### src/timer16_defs.svh
`ifndef TIMER16_DEFS_SVH
`define TIMER16_DEFS_SVH

// register byte offsets
`define OFF_CTRL   8'h00
`define OFF_COUNT  8'h04
`define OFF_CMPA   8'h08
`define OFF_CMPB   8'h0c
`define OFF_CAPTOP 8'h10
`define OFF_FLAGS  8'h14

// flag bit positions
`define FLG_OVF 0
`define FLG_MA  1
`define FLG_MB  2
`define FLG_CAP 3

// counter values
`define TOP_8BIT   16'h00ff
`define TOP_9BIT   16'h01ff
`define TOP_10BIT  16'h03ff
`define CNT_MAX    16'hffff
`define CNT_BOTTOM 16'h0000

// clock select codes and prescale masks
`define CS_DIV1    3'h1
`define CS_DIV8    3'h2
`define CS_DIV64   3'h3
`define CS_DIV256  3'h4
`define CS_DIV1024 3'h5
`define PRE_8      10'h007
`define PRE_64     10'h03f
`define PRE_256    10'h0ff
`define PRE_1024   10'h3ff

// compare output selector codes
`define COM_TOGGLE 2'h1
`define COM_2      2'h2
`define COM_3      2'h3

// reset values
`define CTRL_RST  13'h0000
`define CNT_RST   16'h0000
`define CMP_RST   16'h0000
`define CAP_RST   16'h0000
`define FLAGS_RST 4'h0
`define RDY_RST   1'b1

// bus responses
`define RESP_OKAY   2'h0
`define RESP_SLVERR 2'h2

`endif

### src/timer16_pkg.sv
package timer16_pkg;

    typedef enum logic [3:0]
    {
        M_NORMAL   = 4'h0,
        M_PC8      = 4'h1,
        M_PC9      = 4'h2,
        M_PC10     = 4'h3,
        M_CTC_A    = 4'h4,
        M_FAST8    = 4'h5,
        M_FAST9    = 4'h6,
        M_FAST10   = 4'h7,
        M_PFC_CAP  = 4'h8,
        M_PFC_A    = 4'h9,
        M_PC_CAP   = 4'ha,
        M_PC_A     = 4'hb,
        M_CTC_CAP  = 4'hc,
        M_RSVD     = 4'hd,
        M_FAST_CAP = 4'he,
        M_FAST_A   = 4'hf
    } mode_e;

    typedef enum logic
    {
        DIR_UP   = 1'b0,
        DIR_DOWN = 1'b1
    } dir_e;

    typedef struct packed
    {
        logic [1:0] pin_dir;
        logic [2:0] clk_sel;
        logic [1:0] com_b;
        logic [1:0] com_a;
        mode_e      mode;
    } ctrl_s;

    typedef struct packed
    {
        logic        fast;
        logic        dual;
        logic        pfc;
        logic        top_cap;
        logic        top_a;
        logic [15:0] fixed;
    } mdec_s;

endpackage

### src/timer16_pwm.sv
`timescale 1ns/100ps
`include "timer16_defs.svh"
// Behaviour
// - overflow flag set as counter wraps max to zero
// - counter advances only on prescaled enable pulses
// - fast modes count up zero to top
// - fast top fixed, capture or compare a
// - fast output toggles between match and wrap
// - fast selector two inverted, three non-inverted
// - fast overflow and top flag at top
// - fixed top masks written compare upper bits
// - capture top unbuffered, overshoot wraps at max
// - fast compare a loads buffer at top
// - fast extremes give spike or constant level
// - fast mode f toggle gives half duty
// - phase correct modes count up then down
// - phase correct top source, held one tick
// - phase correct output by slope direction
// - phase correct selector two non-inverted
// - phase correct overflow at bottom, top flag
// - phase correct extremes give constant levels
// - phase correct mode b toggle half duty
// - pin shows waveform only when output
// - pwm compares double buffered, others direct
// - match flag set the clock after the matching tick, write one clears
module timer16_pwm
(
    input  logic        clk,
    input  logic        srst,
    input  logic [7:0]  s_axi_awaddr,
    input  logic        s_axi_awvalid,
    output logic        s_axi_awready,
    input  logic [31:0] s_axi_wdata,
    input  logic [3:0]  s_axi_wstrb,
    input  logic        s_axi_wvalid,
    output logic        s_axi_wready,
    output logic [1:0]  s_axi_bresp,
    output logic        s_axi_bvalid,
    input  logic        s_axi_bready,
    input  logic [7:0]  s_axi_araddr,
    input  logic        s_axi_arvalid,
    output logic        s_axi_arready,
    output logic [31:0] s_axi_rdata,
    output logic [1:0]  s_axi_rresp,
    output logic        s_axi_rvalid,
    input  logic        s_axi_rready,
    output logic        waveform_output_a,
    output logic        waveform_output_a_oe,
    output logic        waveform_output_b,
    output logic        waveform_output_b_oe
);

    timer16_pkg::ctrl_s ctrl_r;
    timer16_pkg::ctrl_s ctrl_nxt;
    timer16_pkg::mdec_s md;
    timer16_pkg::dir_e  dir_r;
    timer16_pkg::dir_e  dir_nxt;
    logic [15:0]        cnt_r;
    logic [15:0]        cnt_nxt;
    logic [15:0]        cap_r;
    logic [15:0]        cap_nxt;
    logic [3:0]         flags_r;
    logic [3:0]         flags_nxt;
    logic [3:0]         flg_set;
    logic [3:0]         flg_clr;
    logic [9:0]         pre_r;
    logic [9:0]         pre_nxt;
    logic [15:0]        top;
    logic [15:0]        ctrl_w;
    logic               tick;
    logic               at_top;
    logic               at_max;
    logic               wrap;
    logic               bottom_dn;
    logic               up_eff;
    logic               upd;
    logic               tgl_mode;
    logic               awready_r;
    logic               awready_nxt;
    logic               wready_r;
    logic               wready_nxt;
    logic               bvalid_r;
    logic               bvalid_nxt;
    logic [1:0]         bresp_r;
    logic [1:0]         bresp_nxt;
    logic               arready_r;
    logic               arready_nxt;
    logic               rvalid_r;
    logic               rvalid_nxt;
    logic [1:0]         rresp_r;
    logic [1:0]         rresp_nxt;
    logic [31:0]        rdata_r;
    logic [31:0]        rdata_nxt;
    logic               aw_h_r;
    logic               aw_h_nxt;
    logic               w_h_r;
    logic               w_h_nxt;
    logic [7:0]         awaddr_r;
    logic [7:0]         awaddr_nxt;
    logic [31:0]        wdata_r;
    logic [31:0]        wdata_nxt;
    logic [3:0]         wstrb_r;
    logic [3:0]         wstrb_nxt;
    logic               wr_en;
    logic               wr_hit;
    logic [31:0]        rd_val;
    logic               rd_hit;

    function automatic logic [15:0] merge16
    (
        input logic [15:0] old,
        input logic [31:0] d,
        input logic [3:0]  s
    );
        merge16 = {s[1] ? d[15:8] : old[15:8], s[0] ? d[7:0] : old[7:0]};
    endfunction

    // field order: fast, dual, pfc, top from capture, top from compare a
    always_comb
    begin
        case (ctrl_r.mode)
            timer16_pkg::M_PC8:      md = {5'h08, `TOP_8BIT};
            timer16_pkg::M_PC9:      md = {5'h08, `TOP_9BIT};
            timer16_pkg::M_PC10:     md = {5'h08, `TOP_10BIT};
            timer16_pkg::M_CTC_A:    md = {5'h01, `CNT_MAX};
            timer16_pkg::M_FAST8:    md = {5'h10, `TOP_8BIT};
            timer16_pkg::M_FAST9:    md = {5'h10, `TOP_9BIT};
            timer16_pkg::M_FAST10:   md = {5'h10, `TOP_10BIT};
            timer16_pkg::M_PFC_CAP:  md = {5'h0e, `CNT_MAX};
            timer16_pkg::M_PFC_A:    md = {5'h0d, `CNT_MAX};
            timer16_pkg::M_PC_CAP:   md = {5'h0a, `CNT_MAX};
            timer16_pkg::M_PC_A:     md = {5'h09, `CNT_MAX};
            timer16_pkg::M_CTC_CAP:  md = {5'h02, `CNT_MAX};
            timer16_pkg::M_FAST_CAP: md = {5'h12, `CNT_MAX};
            timer16_pkg::M_FAST_A:   md = {5'h11, `CNT_MAX};
            default:                 md = {5'h00, `CNT_MAX};
        endcase
    end

    // a shared free-running prescaler keeps the design on one clock
    always_comb
    begin
        case (ctrl_r.clk_sel)
            `CS_DIV1:    tick = 1'b1;
            `CS_DIV8:    tick = (pre_r & `PRE_8) == `PRE_8;
            `CS_DIV64:   tick = (pre_r & `PRE_64) == `PRE_64;
            `CS_DIV256:  tick = (pre_r & `PRE_256) == `PRE_256;
            `CS_DIV1024: tick = pre_r == `PRE_1024;
            default:     tick = 1'b0;
        endcase
    end

    assign top       = md.top_cap ? cap_r :
                       (md.top_a ? ch[0].ocr_r : md.fixed);
    assign at_top    = cnt_r == top;
    assign at_max    = cnt_r == `CNT_MAX;
    // a top written below the count is missed until max
    assign wrap      = at_top | at_max;
    assign bottom_dn = dir_r == timer16_pkg::DIR_DOWN
                       && cnt_r == `CNT_BOTTOM;
    assign up_eff    = cnt_r == `CNT_BOTTOM
                       || (dir_r == timer16_pkg::DIR_UP && !at_top);
    assign upd       = tick & (md.fast ? wrap :
                       (md.pfc ? bottom_dn :
                       (md.dual & dir_r == timer16_pkg::DIR_UP & wrap)));
    assign tgl_mode  = ctrl_r.mode == timer16_pkg::M_FAST_A
                       || ctrl_r.mode == timer16_pkg::M_PC_A
                       || ctrl_r.mode == timer16_pkg::M_PFC_A;
    assign ctrl_w    = merge16({3'h0, ctrl_r}, wdata_r, wstrb_r);
    assign wr_en     = aw_h_r & w_h_r;

    always_comb
    begin
        flg_set = 4'h0;
        if (tick)
        begin
            if (md.fast)
                flg_set[`FLG_OVF] = wrap;
            else if (md.dual)
                flg_set[`FLG_OVF] = bottom_dn;
            else
                flg_set[`FLG_OVF] = at_max;
            flg_set[`FLG_CAP] = md.top_cap & at_top;
        end
        flg_set[`FLG_MA] = ch[0].hit;
        flg_set[`FLG_MB] = ch[1].hit;
        flg_clr = 4'h0;
        if (wr_en && awaddr_r == `OFF_FLAGS && wstrb_r[0])
            flg_clr = wdata_r[3:0];
    end

    always_comb
    begin
        pre_nxt   = pre_r + 10'h001;
        ctrl_nxt  = ctrl_r;
        cnt_nxt   = cnt_r;
        dir_nxt   = dir_r;
        cap_nxt   = cap_r;
        // a flag event in the clearing cycle survives
        flags_nxt = (flags_r & ~flg_clr) | flg_set;
        if (tick)
        begin
            if (!md.dual)
                cnt_nxt = wrap ? `CNT_BOTTOM : cnt_r + 16'h0001;
            else if (dir_r == timer16_pkg::DIR_UP)
            begin
                if (wrap)
                begin
                    dir_nxt = timer16_pkg::DIR_DOWN;
                    cnt_nxt = cnt_r - 16'h0001;
                end
                else
                    cnt_nxt = cnt_r + 16'h0001;
            end
            else if (cnt_r == `CNT_BOTTOM)
            begin
                dir_nxt = timer16_pkg::DIR_UP;
                cnt_nxt = cnt_r + 16'h0001;
            end
            else
                cnt_nxt = cnt_r - 16'h0001;
        end
        if (wr_en)
        begin
            case (awaddr_r)
                `OFF_CTRL:   ctrl_nxt = timer16_pkg::ctrl_s'(ctrl_w[12:0]);
                `OFF_COUNT:  cnt_nxt = merge16(cnt_r, wdata_r, wstrb_r);
                `OFF_CAPTOP:
                    cap_nxt = merge16(cap_r, wdata_r, wstrb_r);
                default:     cnt_nxt = cnt_nxt;
            endcase
        end
    end

    always_ff @(posedge clk)
    begin
        if (srst)
        begin
            pre_r   <= 10'h000;
            ctrl_r  <= `CTRL_RST;
            cnt_r   <= `CNT_RST;
            dir_r   <= timer16_pkg::DIR_UP;
            cap_r   <= `CAP_RST;
            flags_r <= `FLAGS_RST;
        end
        else
        begin
            pre_r   <= pre_nxt;
            ctrl_r  <= ctrl_nxt;
            cnt_r   <= cnt_nxt;
            dir_r   <= dir_nxt;
            cap_r   <= cap_nxt;
            flags_r <= flags_nxt;
        end
    end

    for (genvar i = 0; i < 2; i++)
    begin : ch
        logic [15:0] ocr_r;
        logic [15:0] ocr_nxt;
        logic [15:0] buf_r;
        logic [15:0] buf_nxt;
        logic [1:0]  com;
        logic        hit;
        logic        cmp_wr;
        logic        may_tgl;
        logic        oc_r;
        logic        oc_nxt;
        logic        pin_r;
        logic        oe_r;

        assign com     = (i == 0) ? ctrl_r.com_a : ctrl_r.com_b;
        assign hit     = tick & (cnt_r == ocr_r);
        assign may_tgl = (i == 0) & tgl_mode;
        assign cmp_wr  = wr_en
                         && awaddr_r == ((i == 0) ? `OFF_CMPA : `OFF_CMPB);

        always_comb
        begin
            buf_nxt = buf_r;
            ocr_nxt = ocr_r;
            if (upd)
                ocr_nxt = buf_r;
            if (cmp_wr)
            begin
                buf_nxt = merge16(buf_r, wdata_r, wstrb_r) & md.fixed;
                if (!md.fast && !md.dual)
                    ocr_nxt = buf_nxt;
            end
            oc_nxt = oc_r;
            if (md.fast)
            begin
                case (com)
                    // wrap wins so compare equal to top stays constant
                    `COM_TOGGLE: oc_nxt = (may_tgl & hit) ^ oc_r;
                    `COM_2:      oc_nxt = (tick & wrap) ? 1'b0 :
                                          (hit | oc_r);
                    `COM_3:      oc_nxt = (tick & wrap) ? 1'b1 :
                                          (!hit & oc_r);
                    default:     oc_nxt = oc_r;
                endcase
            end
            else if (md.dual)
            begin
                // a match at bottom counts as rising, at top as falling
                case (com)
                    `COM_TOGGLE: oc_nxt = (may_tgl & hit) ^ oc_r;
                    `COM_2:      oc_nxt = hit ? !up_eff : oc_r;
                    `COM_3:      oc_nxt = hit ? up_eff : oc_r;
                    default:     oc_nxt = oc_r;
                endcase
            end
            else if (hit)
            begin
                case (com)
                    `COM_TOGGLE: oc_nxt = !oc_r;
                    `COM_2:      oc_nxt = 1'b0;
                    `COM_3:      oc_nxt = 1'b1;
                    default:     oc_nxt = oc_r;
                endcase
            end
        end

        always_ff @(posedge clk)
        begin
            if (srst)
            begin
                ocr_r <= `CMP_RST;
                buf_r <= `CMP_RST;
                oc_r  <= 1'b0;
                pin_r <= 1'b0;
                oe_r  <= 1'b0;
            end
            else
            begin
                ocr_r <= ocr_nxt;
                buf_r <= buf_nxt;
                oc_r  <= oc_nxt;
                pin_r <= ctrl_r.pin_dir[i] & oc_nxt;
                oe_r  <= ctrl_r.pin_dir[i];
            end
        end
    end

    assign waveform_output_a    = ch[0].pin_r;
    assign waveform_output_a_oe = ch[0].oe_r;
    assign waveform_output_b    = ch[1].pin_r;
    assign waveform_output_b_oe = ch[1].oe_r;

    always_comb
    begin
        rd_hit = 1'b1;
        case (s_axi_araddr)
            `OFF_CTRL:   rd_val = {19'h0, ctrl_r};
            `OFF_COUNT:  rd_val = {16'h0, cnt_r};
            `OFF_CMPA:   rd_val = {16'h0, ch[0].buf_r};
            `OFF_CMPB:   rd_val = {16'h0, ch[1].buf_r};
            `OFF_CAPTOP: rd_val = {16'h0, cap_r};
            `OFF_FLAGS:  rd_val = {28'h0, flags_r};
            default:
            begin
                rd_val = 32'h0;
                rd_hit = 1'b0;
            end
        endcase
        wr_hit = awaddr_r == `OFF_CTRL || awaddr_r == `OFF_COUNT
                 || awaddr_r == `OFF_CMPA || awaddr_r == `OFF_CMPB
                 || awaddr_r == `OFF_CAPTOP || awaddr_r == `OFF_FLAGS;
    end

    // one write and one read in flight; ready drops until answered
    always_comb
    begin
        awready_nxt = awready_r;
        wready_nxt  = wready_r;
        bvalid_nxt  = bvalid_r;
        bresp_nxt   = bresp_r;
        arready_nxt = arready_r;
        rvalid_nxt  = rvalid_r;
        rresp_nxt   = rresp_r;
        rdata_nxt   = rdata_r;
        aw_h_nxt    = aw_h_r;
        w_h_nxt     = w_h_r;
        awaddr_nxt  = awaddr_r;
        wdata_nxt   = wdata_r;
        wstrb_nxt   = wstrb_r;
        if (s_axi_awvalid && awready_r)
        begin
            aw_h_nxt    = 1'b1;
            awaddr_nxt  = s_axi_awaddr;
            awready_nxt = 1'b0;
        end
        if (s_axi_wvalid && wready_r)
        begin
            w_h_nxt    = 1'b1;
            wdata_nxt  = s_axi_wdata;
            wstrb_nxt  = s_axi_wstrb;
            wready_nxt = 1'b0;
        end
        if (wr_en)
        begin
            aw_h_nxt   = 1'b0;
            w_h_nxt    = 1'b0;
            bvalid_nxt = 1'b1;
            bresp_nxt  = wr_hit ? `RESP_OKAY : `RESP_SLVERR;
        end
        if (bvalid_r && s_axi_bready)
        begin
            bvalid_nxt  = 1'b0;
            awready_nxt = 1'b1;
            wready_nxt  = 1'b1;
        end
        if (s_axi_arvalid && arready_r)
        begin
            arready_nxt = 1'b0;
            rvalid_nxt  = 1'b1;
            rdata_nxt   = rd_val;
            rresp_nxt   = rd_hit ? `RESP_OKAY : `RESP_SLVERR;
        end
        if (rvalid_r && s_axi_rready)
        begin
            rvalid_nxt  = 1'b0;
            arready_nxt = 1'b1;
        end
    end

    always_ff @(posedge clk)
    begin
        if (srst)
        begin
            awready_r <= `RDY_RST;
            wready_r  <= `RDY_RST;
            bvalid_r  <= 1'b0;
            bresp_r   <= `RESP_OKAY;
            arready_r <= `RDY_RST;
            rvalid_r  <= 1'b0;
            rresp_r   <= `RESP_OKAY;
            rdata_r   <= 32'h0;
            aw_h_r    <= 1'b0;
            w_h_r     <= 1'b0;
            awaddr_r  <= 8'h0;
            wdata_r   <= 32'h0;
            wstrb_r   <= 4'h0;
        end
        else
        begin
            awready_r <= awready_nxt;
            wready_r  <= wready_nxt;
            bvalid_r  <= bvalid_nxt;
            bresp_r   <= bresp_nxt;
            arready_r <= arready_nxt;
            rvalid_r  <= rvalid_nxt;
            rresp_r   <= rresp_nxt;
            rdata_r   <= rdata_nxt;
            aw_h_r    <= aw_h_nxt;
            w_h_r     <= w_h_nxt;
            awaddr_r  <= awaddr_nxt;
            wdata_r   <= wdata_nxt;
            wstrb_r   <= wstrb_nxt;
        end
    end

    assign s_axi_awready = awready_r;
    assign s_axi_wready  = wready_r;
    assign s_axi_bvalid  = bvalid_r;
    assign s_axi_bresp   = bresp_r;
    assign s_axi_arready = arready_r;
    assign s_axi_rvalid  = rvalid_r;
    assign s_axi_rresp   = rresp_r;
    assign s_axi_rdata   = rdata_r;
endmodule

### config.mk
export PLATFORM = sky130hd
export DESIGN_NAME = timer16_pwm
export DESIGN_NICKNAME = d
export VERILOG_FILES = /design/src/timer16_pkg.sv /design/src/timer16_pwm.sv
export VERILOG_INCLUDE_DIRS = /design/src /design/src/src
export SDC_FILE = /design/constraint.sdc
export NUM_CORES = 1
export LEC_CHECK = 0
export ABC_AREA = 1
export BUFFER_PORTS_ARGS = -buffer_cell sky130_fd_sc_hd__buf_2
export CORE_MARGIN = 5
export CORE_UTILIZATION = 35
export CTS_BUF_LIST = sky130_fd_sc_hd__clkbuf_2 sky130_fd_sc_hd__clkbuf_4 sky130_fd_sc_hd__clkbuf_8
export CTS_CLUSTER_DIAMETER = 50
export DETAILED_ROUTE_END_ITERATION = 6
export PLACE_DENSITY = 0.5
export REMOVE_ABC_BUFFERS = 1
export SYNTH_ARGS = -nofsm -noshare
export SYNTH_HDL_FRONTEND = slang
export SYNTH_SLANG_ARGS = --single-unit
### constraint.sdc
create_clock -name clk -period 6.9 [get_ports clk]
set_input_delay 1.035 -clock clk [delete_from_list [all_inputs] [get_ports clk]]
set_output_delay 1.035 -clock clk [all_outputs]
set_load 0.005 [all_outputs]
==> flow_summary.toml <==
[run_status]
status = "complete, no violations"

[worst_setup_path]
crit_path_start_kind = "register"
path_common_cell = "nand2_1"
max_stage_delay_ns = 0.74
cp-end-kind = "register"
critPathLaunch = "md[16]"
reg2reg_to = "ch[0].ocr_r[2]"
worstRegToRegCells = 17
ff2ff_setup_slack_ns = 2.82
cp_max_fo = 38
endpoint = "ch[0].ocr_r[2]"
cp.required_ns = 7.29
crit_type = "reg -> reg"
critPathSlowestCell = "dfxtp_1"
cp_cell_sequence = "inv_2 > nor2_1 > nand2_1 > nand3_1 > nand2_1 > and2_1 > nand2_1 > nor2_1 > nand3_1 > nand2_1 > nand2_1 > nand2_2 > nand2_1 > buf_4 > o21ai_0 > o21ai_0 > inv_1"
arrival_ns = 4.47
r2r-start = "md[16]"

[clocking]
clockBufferDepth = 2
cts_tree = "yes"
cts_setup_buffers = 0
cts_root_buffer = "clkbuf_8"
clk_latency_ns = 0.50
numCtsBuffers = 17
htreeDepth = 4
cts_sinks = 189
clk_pin_slew_ns = 0.12
ctsHoldBuffers = 0
ctsResizeCount = 0

[placement]
numPortBuffers = 67
gp_congestion = 0.910
dp_cells = 2057
dp_hpwl_um = 28500

[synthesis]
postSynthCellCount = 1660
ys_seq_area_share_pct = 35.2
synth-edff-count = 0
ys_seq_elements = 189
synth_compound_area_share_pct = 20.0
synth_common_cells = "406 x nand2_1, 189 x dfxtp_1, 181 x inv_1"
yosysTopAreaCell = "dfxtp_1"
avgSynthCellArea_um2 = 6.48
yosysMostFrequentCell = "nand2_1"
synth_fa_ha_area_share_pct = 0.931
synth_warnings = 0
synthSimpleGateAreaFrac_pct = 29.5
synthXorXnorAreaFrac_pct = 3.18
yosysTopAreaCellShare_pct = 35.2
synthMuxAreaShare_pct = 0
yosysUniqueCellTypes = 47
synth_top_family_by_area = "simple AND/OR/NAND/NOR gates"
async_flop_share_pct = 0
synthTopCellsByArea = "dfxtp_1 35%, nand2_1 14%, a21oi_1 8.1%, o21ai_0 6.4%, inv_1 6.3%"
yosys_most_used_dff = "dfxtp_1"
synth.cell_area_mm2 = 0.0108

[timing]
holdWs_ns = 0.452
setup_tns_ns = 0
slew_viol_final = 0
min_period_ns = 4.08
rsz0062_at_grt = "no"
relSlewSlack_pct = 20.8
hold_viol = 0
max_clock_freq_mhz = 245
finalCritPeriodShare_pct = 59.2
skew_ns = 0.0195
tightestPinTransition_ns = 1.19
finalSetupViolCount = 0

[worst_hold_path]
min_path_type = "reg -> reg"
min_from = "pre_r[0]"

[cells_and_area]
syn_to_final_growth_pct = 8.38
nets = 1747
fin_cells = 2088
n_antenna_cell = 0
drive_gt1_share_pct = 8.57

[floorplan]
start_util_pct = 35.3
die_x_um = 185
rows = 64
core_mm2 = 0.0304
die_area_mm2 = 0.0343
pin_count = 104
dieHeight_um = 185

[detailed_routing]
drtPass1Iterations = 5
wl_per_cell_um = 18.7
wirelength_um = 39000
ant_nets = 0
via_count = 11000
drc = 0
viasPerCell = 5.27
drt_iter0_markers = 1061

[power_and_ir_drop]
peakVddDrop_uv = 114
power_leakage_nw = 4.98
powerDensity_mw_per_mm2 = 177

[global_route]
antenna_found_initial = 0
gr-total-overflow = 0
grtUsageTotal_pct = 22.5
grt_pass1_wl_um = 59000
grt_max_degree = 72
grt_pass1_vias = 9941

[job]
drv_cap = 0
==> cells in the final DEF, fill, tap and decap left out, types with 4 or more instances in the layout <==
master	instances
inv_1	180
a221oi_1	8
o211ai_1	5
o21ai_0	138
inv_2	5
conb_1	18
inv_6	4
inv_8	4
dfxtp_1	189
a21oi_1	173
clkinv_4	5
nand3b_1	5
nor3_1	25
buf_2	67
nand4_1	23
xor2_1	28
ha_1	8
o22ai_1	17
nor2_1	152
o211ai_2	13
nand3_1	120
a211oi_1	4
xnor2_1	11
nand2_1	406
or2_1	7
clkbuf_8	17
o221ai_1	9
buf_4	14
==> metrics by stage <==
stage | instance area [µm²] | power (mW) | utilization (%) | setup WS [ns]
final | 11700 | 2.07 | 38.3 | 2.82
after global routing | 11700 | 2.15 | 38.3 | 2.54
after CTS | 11700 | 2.08 | 38.3 | 2.93
after detailed placement | 11300 | 1.33 | 37.0 | 2.98
after global placement | 11300 | 1.32 | 37.0 | 2.96
after floorplan | 10300 | 1.25 | - | 3.71
==> how the worst min path moves through the flow <==
stage / endpoint / slack (ns) / cells after the start
after floorplan: pre_r[0] / 0.40 / 1
after global placement: pre_r[0] / 0.42 / 1
after detailed placement: pre_r[0] / 0.42 / 1
after CTS: pre_r[0] / 0.45 / 1
after global routing: pre_r[0] / 0.47 / 1
final: pre_r[0] / 0.45 / 1
==> sequential cells by signal (all words and copies together) (netlist names), 2 cells and up <==
| register | flops |
|---|---|
| md | 8 |
| ch.com | 4 |
| wstrb_r | 2 |
| wdata_r | 16 |
| s_axi_rdata | 16 |
| flags_r | 4 |
| cap_r | 16 |
| awaddr_r | 8 |
| pre_r | 10 |
| ctrl_r | 9 |
| ch.ocr_r | 32 |
| cnt_r | 16 |
| ch.buf_r | 32 |
| ch.oc_r | 2 |
==> per-layer routing <==
metal	GRT usage, %	vias up	wire [µm]
li1	-	5431	-
met1	33.6	5123	18800
met2	34.1	418	16700
met3	3.20	36	2790
met4	5.52	0	739
met5	0	-	0
==> layout make-up <==
type | count | area, µm²
clock buffer | 17 | 234
clock inverter | 14 | 154
fill | 3397 | 18800
inverter | 189 | 712
multi-input combinational | 1202 | 5830
sequential | 189 | 3780
tap | 396 | 495
timing repair buffer | 81 | 440
==> critical path, delay by kind of cell, from the launching register on <==
kind | cells | cell delay [ns]
AO/OA/AOI/OAI | 2 | 0.34
buffers and inverters | 3 | 0.81
flip-flops | 1 | 0.74
AND/OR/NAND/NOR | 12 | 2.02
==> cell families (layout without fill, tap and decap cells) <==
| kind of cell | after synthesis | after routing |
|---|---|---|
| buf+inv | 286 | 301 |
| compound gates | 382 | 382 |
| fa+ha+maj | 8 | 8 |
| simple gates | 755 | 755 |
| flops | 189 | 189 |
| xor+xnor | 39 | 39 |
| other cells | 1 | 18 |
==> power breakdown <==
group | leakage (nW) | internal (mW) | switching (mW)
sequential | 1.53 | 1.11 | 0.0289
combinational | 3.24 | 0.0489 | 0.110
clock | 0.199 | 0.301 | 0.464
total | 4.98 | 1.46 | 0.603
Power figures use the tool's default switching activity.
